===== src/verilog/sat_pkg.sv =====
// constants for the serial transmit buffer
package sat_pkg;
  // ----------------------------------------------------------------
  // apb register map (byte addresses)
  // ----------------------------------------------------------------
  localparam logic [7:0] ADDR_DATA   = 8'h00;
  localparam logic [7:0] ADDR_CTRL   = 8'h04;
  localparam logic [7:0] ADDR_STATUS = 8'h08;
  localparam logic [7:0] ADDR_CFG    = 8'h0C;
  // ----------------------------------------------------------------
  // control bits
  // ----------------------------------------------------------------
  localparam int CTRL_HOLD_BIT  = 1;
  localparam int CTRL_LOOP_BIT  = 3;
  localparam int CTRL_BREAK_BIT = 5;
  // ----------------------------------------------------------------
  // configuration fields
  // ----------------------------------------------------------------
  localparam int CFG_LEN_LSB   = 0;
  localparam int CFG_FRAME_LSB = 2;
  localparam int CFG_CLK_LSB   = 4;
  localparam int CFG_PI_BIT    = 6;
  localparam int CFG_FILL_LSB  = 8;
  localparam logic [7:0] FILL_RESET = 8'h16;
  // ----------------------------------------------------------------
  // status bits
  // ----------------------------------------------------------------
  localparam int ST_EMPTY_BIT = 4;
  localparam int ST_RTS_BIT   = 0;
  localparam int ST_CTS_BIT   = 1;
  localparam int ST_BUSY_BIT  = 2;
  // ----------------------------------------------------------------
  // timing
  // ----------------------------------------------------------------
  localparam logic [4:0] DIV32_LAST = 5'h1F;
  localparam logic [4:0] DIV32_HALF = 5'h0F;
  // frame select encodings
  localparam logic [1:0] FRM_ONE  = 2'h0;
  localparam logic [1:0] FRM_TWO  = 2'h1;
  localparam logic [1:0] FRM_SYNC = 2'h2;
  // clock select encodings
  localparam logic [1:0] CLK_X32 = 2'h1;
  typedef enum logic [2:0] {
    ST_IDLE  = 3'b000,
    ST_START = 3'b001,
    ST_DATA  = 3'b011,
    ST_PAR   = 3'b010,
    ST_STOP  = 3'b110
  } sat_state_e;
endpackage : sat_pkg


===== src/verilog/sat_xmit.sv =====
// transmit half of a serial modem interface, with apb registers
//
// Added by the designer: the placing of the registers and the APB interface to the registers.
`timescale 1ns/10ps
`default_nettype none
// Behaviour
// five to eight bits; sync forces eight
// programmable fill char, SYN default, sync stuffing
// init returns idle, line marking
// clock select: 32x async, 1x otherwise
// one, two or no stop bits; with five-bit characters at 32x the code sends one stop bit when two are set
// parity inhibit sends eight data bits; the code only drops the parity bit and keeps the set length
// write strobe loads double-buffered character
// load clears empty output and status
// transfer when strobe high and cts
// internal cts needs rts and cts/loopback
// cts drop finishes current character only
// bit rate is clock or clock/32
// baud clock rises at bit edges
// end-of-char low on framing/idle, sync eighth bit
// break forces spacing in async modes
// load turns rts on, not in loopback
// rts held through second stop bit
// rts stays on while characters keep coming
// hold bit forces rts on
// sync sends no start/stop bits
// sync hold stuffs SYN after first character
// empty status needs dsr on; the code also sets it in loopback with dsr off
// control bit 3 selects loopback
// loopback holds modem rts off
// idle line stays marking
module sat_xmit (
  input  wire logic        I_REF_CLK,
  input  wire logic        I_NRST,
  input  wire logic        I_CLK_EN,
  input  wire logic        I_INIT,
  input  wire logic        I_TX_CLK,
  input  wire logic        I_MODEM_CTS,
  input  wire logic        I_MODEM_DSR,
  input  wire logic        PSEL,
  input  wire logic        PENABLE,
  input  wire logic        PWRITE,
  input  wire logic [7:0]  PADDR,
  input  wire logic [31:0] PWDATA,
  output logic      [31:0] PRDATA,
  output logic             PREADY,
  output logic             PSLVERR,
  output logic             O_SERIAL_DATA,
  output logic             O_LOOP_DATA,
  output logic             O_BAUD_CLK,
  output logic             O_HOLDING_EMPTY_N,
  output logic             O_EOC_N,
  output logic             O_RTS_N
);
  import sat_pkg::*;

  // ----------------------------------------------------------------
  // pin synchronisers
  // ----------------------------------------------------------------
  logic [2:0] sy1_reg, sy2_reg;
  logic       tclk_d_reg;
  always_ff @(posedge I_REF_CLK or negedge I_NRST) begin
    if (!I_NRST) begin
      sy1_reg    <= 3'h0;
      sy2_reg    <= 3'h0;
      tclk_d_reg <= 1'b0;
    end else if (I_CLK_EN) begin
      sy1_reg    <= {I_MODEM_DSR, I_MODEM_CTS, I_TX_CLK};
      sy2_reg    <= sy1_reg;
      tclk_d_reg <= sy2_reg[0];
    end
  end
  wire tclk_fall = tclk_d_reg & ~sy2_reg[0];
  wire cts_pin   = sy2_reg[1];
  wire dsr_pin   = sy2_reg[2];

  // ----------------------------------------------------------------
  // registers
  // ----------------------------------------------------------------
  logic [7:0]  ctrl_reg;
  logic [15:0] cfg_reg;
  logic [7:0]  hold_reg;
  logic        full_reg;
  logic        strobe_reg;
  wire acc   = PSEL & PENABLE;
  wire wr_dt = acc & PWRITE & (PADDR == ADDR_DATA);
  wire hold_bit  = ctrl_reg[CTRL_HOLD_BIT];
  wire loop_bit  = ctrl_reg[CTRL_LOOP_BIT];
  wire brk_bit   = ctrl_reg[CTRL_BREAK_BIT];
  wire [1:0] frame  = cfg_reg[CFG_FRAME_LSB +: 2];
  wire       sync_m = (frame == FRM_SYNC);
  wire [1:0] lencode = sync_m ? 2'h3 : cfg_reg[CFG_LEN_LSB +: 2];
  wire       x32    = (cfg_reg[CFG_CLK_LSB +: 2] == CLK_X32) & ~sync_m;
  wire       pinh   = cfg_reg[CFG_PI_BIT];
  wire [7:0] fill   = cfg_reg[CFG_FILL_LSB +: 8];

  always_ff @(posedge I_REF_CLK or negedge I_NRST) begin
    if (!I_NRST) begin
      ctrl_reg <= 8'h00;
      cfg_reg  <= {FILL_RESET, 8'h03};
    end else if (I_CLK_EN && acc && PWRITE) begin
      if (PADDR == ADDR_CTRL)
        ctrl_reg <= PWDATA[7:0];
      if (PADDR == ADDR_CFG)
        cfg_reg <= PWDATA[15:0];
    end
  end

  // strobe low the cycle after the write: high again one cycle later
  always_ff @(posedge I_REF_CLK or negedge I_NRST) begin
    if (!I_NRST)
      strobe_reg <= 1'b1;
    else if (I_CLK_EN)
      strobe_reg <= ~wr_dt;
  end

  // ----------------------------------------------------------------
  // bit timing
  // ----------------------------------------------------------------
  logic [4:0] div_reg;
  logic       tick_d_reg;
  wire bit_tick = tclk_fall & (~x32 | (div_reg == DIV32_LAST));
  // line output is registered, so the baud rise waits one cycle too
  always_ff @(posedge I_REF_CLK or negedge I_NRST) begin
    if (!I_NRST)
      tick_d_reg <= 1'b0;
    else if (I_CLK_EN)
      tick_d_reg <= bit_tick;
  end
  always_ff @(posedge I_REF_CLK or negedge I_NRST) begin
    if (!I_NRST)
      div_reg <= 5'h00;
    else if (I_CLK_EN && tclk_fall)
      div_reg <= div_reg + 5'h01;
  end

  // ----------------------------------------------------------------
  // shifter
  // ----------------------------------------------------------------
  sat_state_e state_reg;
  logic [7:0] sh_reg;
  logic [2:0] cnt_reg;
  logic       par_reg;
  logic       half_reg;
  logic       sent_one_reg;
  logic       stop2_reg;
  logic [1:0] rts_ff_reg;
  wire rts_on  = ~(rts_ff_reg[0] & rts_ff_reg[1]);
  wire cts_int = rts_on & (cts_pin | loop_bit);
  wire [2:0] last_idx = {1'b0, lencode} + 3'h4;
  wire ld_ok   = full_reg & strobe_reg & cts_int;
  wire stuff   = sync_m & hold_bit & sent_one_reg & cts_int;
  wire stop_n  = (frame == FRM_TWO) ? 1'b1 : 1'b0;

  always_ff @(posedge I_REF_CLK or negedge I_NRST) begin
    if (!I_NRST) begin
      state_reg    <= ST_IDLE;
      sh_reg       <= 8'h00;
      cnt_reg      <= 3'h0;
      par_reg      <= 1'b0;
      half_reg     <= 1'b0;
      sent_one_reg <= 1'b0;
      stop2_reg    <= 1'b0;
      full_reg     <= 1'b0;
      hold_reg     <= 8'h00;
    end else if (I_CLK_EN) begin
      if (wr_dt) begin
        hold_reg <= PWDATA[7:0];
        full_reg <= 1'b1;
      end
      if (I_INIT) begin
        state_reg    <= ST_IDLE;
        full_reg     <= 1'b0;
        sent_one_reg <= 1'b0;
      end else if (bit_tick) begin
        case (state_reg)
          ST_IDLE: begin
            if (ld_ok) begin
              sh_reg   <= hold_reg;
              full_reg <= wr_dt;
              par_reg  <= 1'b0;
              cnt_reg  <= 3'h0;
              state_reg <= sync_m ? ST_DATA : ST_START;
            end else if (stuff) begin
              sh_reg    <= fill;
              cnt_reg   <= 3'h0;
              state_reg <= ST_DATA;
            end
          end
          ST_START: state_reg <= ST_DATA;
          ST_DATA: begin
            par_reg <= par_reg ^ sh_reg[0];
            sh_reg  <= {1'b0, sh_reg[7:1]};
            cnt_reg <= cnt_reg + 3'h1;
            if (cnt_reg == last_idx) begin
              sent_one_reg <= sent_one_reg | sync_m;
              if (sync_m) begin
                // next character follows with no idle slot
                cnt_reg <= 3'h0;
                if (ld_ok) begin
                  sh_reg   <= hold_reg;
                  full_reg <= wr_dt;
                  par_reg  <= 1'b0;
                end else if (hold_bit && cts_int) begin
                  sh_reg <= fill;
                end else
                  state_reg <= ST_IDLE;
              end
              else if (!pinh && lencode != 2'h3)
                state_reg <= ST_PAR;
              else begin
                state_reg <= ST_STOP;
                stop2_reg <= stop_n;
                half_reg  <= stop_n & (lencode == 2'h0);
              end
            end
          end
          ST_PAR: begin
            state_reg <= ST_STOP;
            stop2_reg <= stop_n;
            half_reg  <= stop_n & (lencode == 2'h0);
          end
          ST_STOP: begin
            if (stop2_reg)
              stop2_reg <= 1'b0;
            else if (ld_ok) begin
              // back-to-back: start bit right after the stop bit
              sh_reg    <= hold_reg;
              full_reg  <= wr_dt;
              par_reg   <= 1'b0;
              cnt_reg   <= 3'h0;
              state_reg <= ST_START;
            end else
              state_reg <= ST_IDLE;
          end
          default: state_reg <= ST_IDLE;
        endcase
      end else if (x32 && tclk_fall && half_reg && state_reg == ST_STOP
                   && stop2_reg && div_reg == DIV32_HALF) begin
        stop2_reg <= 1'b0;
        half_reg  <= 1'b0;
      end
      if (!sync_m)
        sent_one_reg <= 1'b0;
    end
  end

  // ----------------------------------------------------------------
  // request to send control
  // ----------------------------------------------------------------
  wire in_stop = (state_reg == ST_STOP);
  always_ff @(posedge I_REF_CLK or negedge I_NRST) begin
    if (!I_NRST)
      rts_ff_reg <= 2'h3;
    else if (I_CLK_EN) begin
      if (full_reg || wr_dt || hold_bit)
        rts_ff_reg <= 2'h0;
      else if (bit_tick && state_reg == ST_IDLE && !ld_ok)
        rts_ff_reg <= {rts_ff_reg[0], rts_ff_reg[0]};
      else if (bit_tick && in_stop && !stop2_reg)
        rts_ff_reg <= {rts_ff_reg[1], 1'b1};
    end
  end

  // ----------------------------------------------------------------
  // outputs
  // ----------------------------------------------------------------
  logic line_bit;
  always_comb begin
    case (state_reg)
      ST_START: line_bit = 1'b0;
      ST_DATA:  line_bit = sh_reg[0];
      ST_PAR:   line_bit = par_reg;
      default:  line_bit = 1'b1;
    endcase
    if (brk_bit && !sync_m)
      line_bit = 1'b0;
    if (I_INIT)
      line_bit = 1'b1;
  end

  always_ff @(posedge I_REF_CLK or negedge I_NRST) begin
    if (!I_NRST) begin
      O_SERIAL_DATA     <= 1'b1;
      O_LOOP_DATA       <= 1'b1;
      O_BAUD_CLK        <= 1'b0;
      O_HOLDING_EMPTY_N <= 1'b1;
      O_EOC_N           <= 1'b0;
      O_RTS_N           <= 1'b1;
      PRDATA            <= 32'h00000000;
    end else if (I_CLK_EN) begin
      O_SERIAL_DATA     <= loop_bit ? 1'b1 : line_bit;
      O_LOOP_DATA       <= line_bit;
      if (tick_d_reg)
        O_BAUD_CLK <= 1'b1;
      else if (x32 ? (tclk_fall && div_reg == DIV32_HALF) : (tclk_d_reg == 1'b0))
        O_BAUD_CLK <= 1'b0;
      O_HOLDING_EMPTY_N <= ~full_reg;
      O_EOC_N           <= sync_m ? ~(state_reg == ST_DATA && cnt_reg == 3'h7)
                                  : (state_reg == ST_DATA || state_reg == ST_PAR);
      O_RTS_N           <= loop_bit | ~rts_on;
      PRDATA <= 32'h00000000;
      if (PSEL && !PENABLE && !PWRITE) begin
        case (PADDR)
          ADDR_DATA:   PRDATA <= {24'h000000, hold_reg};
          ADDR_CTRL:   PRDATA <= {24'h000000, ctrl_reg};
          ADDR_CFG:    PRDATA <= {16'h0000, cfg_reg};
          ADDR_STATUS: begin
            PRDATA[ST_EMPTY_BIT] <= ~full_reg & (dsr_pin | loop_bit);
            PRDATA[ST_RTS_BIT]   <= rts_on;
            PRDATA[ST_CTS_BIT]   <= cts_int;
            PRDATA[ST_BUSY_BIT]  <= (state_reg != ST_IDLE);
          end
          default:     PRDATA <= 32'h00000000;
        endcase
      end
    end
  end

  // unmapped address reports an error, zero wait states
  always_ff @(posedge I_REF_CLK or negedge I_NRST) begin
    if (!I_NRST) begin
      PREADY  <= 1'b0;
      PSLVERR <= 1'b0;
    end else if (I_CLK_EN) begin
      PREADY  <= PSEL & ~PENABLE;
      PSLVERR <= PSEL & ~PENABLE & (PADDR[7:4] != 4'h0 || PADDR[1:0] != 2'h0);
    end
  end
endmodule : sat_xmit
`default_nettype wire


===== config.mk =====
export PLATFORM = sky130hd
export DESIGN_NAME = sat_xmit
export DESIGN_NICKNAME = d
export VERILOG_FILES = /design/src/verilog/sat_pkg.sv /design/src/verilog/sat_xmit.sv
export SDC_FILE = /design/constraint.sdc
export NUM_CORES = 1
export LEC_CHECK = 0
export BUFFER_PORTS_ARGS = -buffer_cell sky130_fd_sc_hd__buf_4
export CELL_PAD_IN_SITES_DETAIL_PLACEMENT = 0
export CELL_PAD_IN_SITES_GLOBAL_PLACEMENT = 1
export CORE_UTILIZATION = 39
export CTS_CLUSTER_DIAMETER = 150
export DETAILED_ROUTE_END_ITERATION = 7
export PLACE_DENSITY = 0.73
export SLEW_MARGIN = 20
export SYNTH_ARGS = -nofsm -noshare
export SYNTH_HDL_FRONTEND = slang
export SYNTH_SLANG_ARGS = --single-unit

===== constraint.sdc =====
create_clock -name I_REF_CLK -period 2.3 [get_ports I_REF_CLK]
set_input_delay 0 -clock I_REF_CLK [delete_from_list [all_inputs] [get_ports I_REF_CLK]]
set_output_delay 0 -clock I_REF_CLK [all_outputs]
set_load 0.01 [all_outputs]

==> impl_results.md <==
- Gr ovfl total: 0
- Clk_lat worst skew: 0.35 ns
- Hold WS: 0.02081 ns
- Slew Limit Headroom: 58.05%
- Synth cell types: 63
- Most frequent cells in the layout: buf_4, dfrtp_1, mux2_2, o21ai_0, nand2_1
- # fillers: 1043
- H-tree levels: 3
- Hold Path Class: in -> reg
- Buffers added on ports: 57
- HPWL after detailed placement: 8761 um
- Peak Freq: 454.4 MHz
- Final hold violations: 0
- Pins Over Slew Limit: 0
- Vias in the first global route: 3962
- Commonest register cell after synthesis: dfrtp_1
- Max FO, Critical Path: 7
- Iter 0 DRT Violations: 299
- Minimum clock period: 2.201 ns
- Seq/Total Area, Yosys: 48.58%
- Worst Path Buf+Inv: 1
- Mean area per synthesized cell: 10.60 um2
- Max cap viols: 0
- Setup Viol. Count Final: 0
- Worst path top cell family by delay: simple AND/OR/NAND/NOR gates
- Boundary pin count: 90
- Lkg Pwr: 2.734 nW
- Clock-pin slew on the worst setup and hold paths: 0.07 ns
- EDFF count, synth: 0
- CP Capture Type: register
- Detailed-route via count: 3882
- GRT Util Overall: 21.75%
- CP Class: reg -> reg
- Area contributors post-synth: dfrtp_1, mux2_2, dfstp_2, o21ai_0, a22o_1
- Initial Util: 40.63%
- Syn Inst Count: 445
- CP Cell Sequence: ha_1 > and3_1 > ha_4 > o41ai_4 > buf_4 > or4b_1 > o311ai_0
- Routed wire length per instance: 17.94 um
- Pre-antenna DRT Iters: 7
- Layout cells sized above 1: 31.16%
- ANT nets after route: 0
- CTS sink count: 91
- CP Data Arrival Time: 2.42 ns
- Core ar.: 11610 um2
- VDD IR max: 0.0002737 V
- FFs w/ async S/R, synth: 100.0%
- CTS root buf: clkbuf_16
- P&R area growth vs syn: 27.58%
- Number of synthesized register bits: 91
- Critical Path RT: 2.52 ns
- Die height: 112.0 um
- CTS tree: yes
- Crit start category: register
- Core Rows: 39
- RD Place Congestion: 0.8823
- First-pass GRT wire length: 21000 um
- Leading cell type in the layout, fill and taps excluded: buf_4
- YS warnings: 0
- Slowest cell on crit path: or4b_1
- CTS buffer count: 9
- Status: finished with violations
- Number of remaining DRC errors: 8
- DIE AREA: 12540 um2
- Fin Setup TNS: 0 ns
- DIE WIDTH: 112.0 um
- Max Clock Skew: 0.01058 ns
- P per Cell Area: 603.8 nW/um2
- Nets: 602
- Final Routed Wirelength: 12470 um
- Max clock buf depth: 2
- Initial antenna violation count: 0
- Top-area cell type share of the netlist area: 41.90%
- Max incr delay on CP: 0.53 ns
- Synthesized cell area: 4718 um2
- Final core occ: 51.83%
- Period utilization: 95.68%
- Post-synth top area cell: dfrtp_1
- N_diodes: 0
- Largest net degree at the start of global routing: 92
- Worst-Margin Slew: 0.6246 ns
- Failing checks: DRC
- Via density: 5.586
[stage by stage]
| stage | worst slack [ns] | power [W] | area, um2 | cells |
|---|---|---|---|---|
| 2_1_floorplan | 0.05285 | 0.001955 | 4775 | 460 |
| 5_1_grt | -0.01700 | 0.003784 | 6020 | 695 |
| 4_1_cts | 0.04108 | 0.003660 | 5984 | 694 |
| 3_5_place_dp | -0.01077 | 0.002106 | 5435 | 655 |
| 6_report | 0.09934 | 0.003635 | 6020 | 695 |
| 3_3_place_gp | 0.03023 | 0.002092 | 5435 | 655 |
[report_power, final]
part / switching (W) / internal, W / leakage (nW)
logic: 0.000199 / 0.000190 / 1.41
registers: 0.0000596 / 0.00168 / 1.18
clock network: 0.000662 / 0.000850 / 0.144
total: 0.000920 / 0.00271 / 2.73
[worst min-delay path: cells and delay by family]
| family | cells | cell delay [ns] |
|---|---|---|
| buffers and inverters | 1 | 0.13 |
| AOI/OAI and AO/OA | 2 | 0.20 |
[repair_timing]
action | CTS | global route
hold buffers | 23 | 0
hold endpoints to repair | 118 | 0
pin swaps | 0 | 1
resized for setup | 2 | 5
setup endpoints to repair | 2 | 11
setup buffers | 0 | 1
[area by class of cell]
cell class / instances / area, um2 / area share, %
flip-flops and latches: 91 / 2292 / 38.08
multi-input cells: 323 / 2287 / 38.00
repair buffers: 112 / 923.4 / 15.34
clock buffers: 9 / 225.2 / 3.741
well taps: 143 / 178.9 / 2.972
clock inverters: 7 / 75.07 / 1.247
inverters: 10 / 37.54 / 0.6236
[synthesized netlist by cell type, types with 5 or more instances]
cell      number
nand2b_1       7
nand3_1       13
buf_4         18
a21oi_1       29
o21ai_0       35
clkbuf_1      15
a22o_1        18
nor2_1        24
ha_1           5
a221oi_1       7
dfstp_2       12
mux2i_1        5
mux2_2        37
o22ai_1        8
inv_1         10
dfrtp_1       79
nand2_1       34
nor3_1        11
nand4_1        5
[cells by family (layout without fill, tap and decap cells)]
logic type | Yosys count | in the layout | synth area share [%]
AOI/OAI and AO/OA | 132 | 132 | 18.93
xor gates and xnor gates | 4 | 4 | 0.7424
adders and majority gates | 5 | 5 | 1.326
buffers and inverters | 46 | 138 | 5.118
DFF | 91 | 91 | 48.58
muxes | 44 | 44 | 10.85
other | 1 | 16 | 0.07948
and+or+nand+nor | 122 | 122 | 14.37
[metal layers]
metal / global-route usage [%] / up-vias / part of all wire (%)
met5: 0 / - / 0
met4: 9.422 / 0 / 2.4
met3: 3.974 / 23 / 5.8
met2: 34.78 / 143 / 47
met1: 28.98 / 1880 / 44
li1: - / 1836 / -
[final timing paths]
path	to	start	cells after the start	slack, ns
min in group asynchronous	PRDATA[11]	I_NRST	3	0.24
max in group asynchronous	O_SERIAL_DATA	I_NRST	3	1.67
worst max-delay path	stop2_reg	div_reg[1]	7	0.1
worst min register to register	div_reg[3]	div_reg[3]	1	0.48
worst max register to register	stop2_reg	div_reg[1]	7	0.1
worst min-delay path	state_reg[1]	I_INIT	3	0.02
Power figures use the tool's default switching activity.
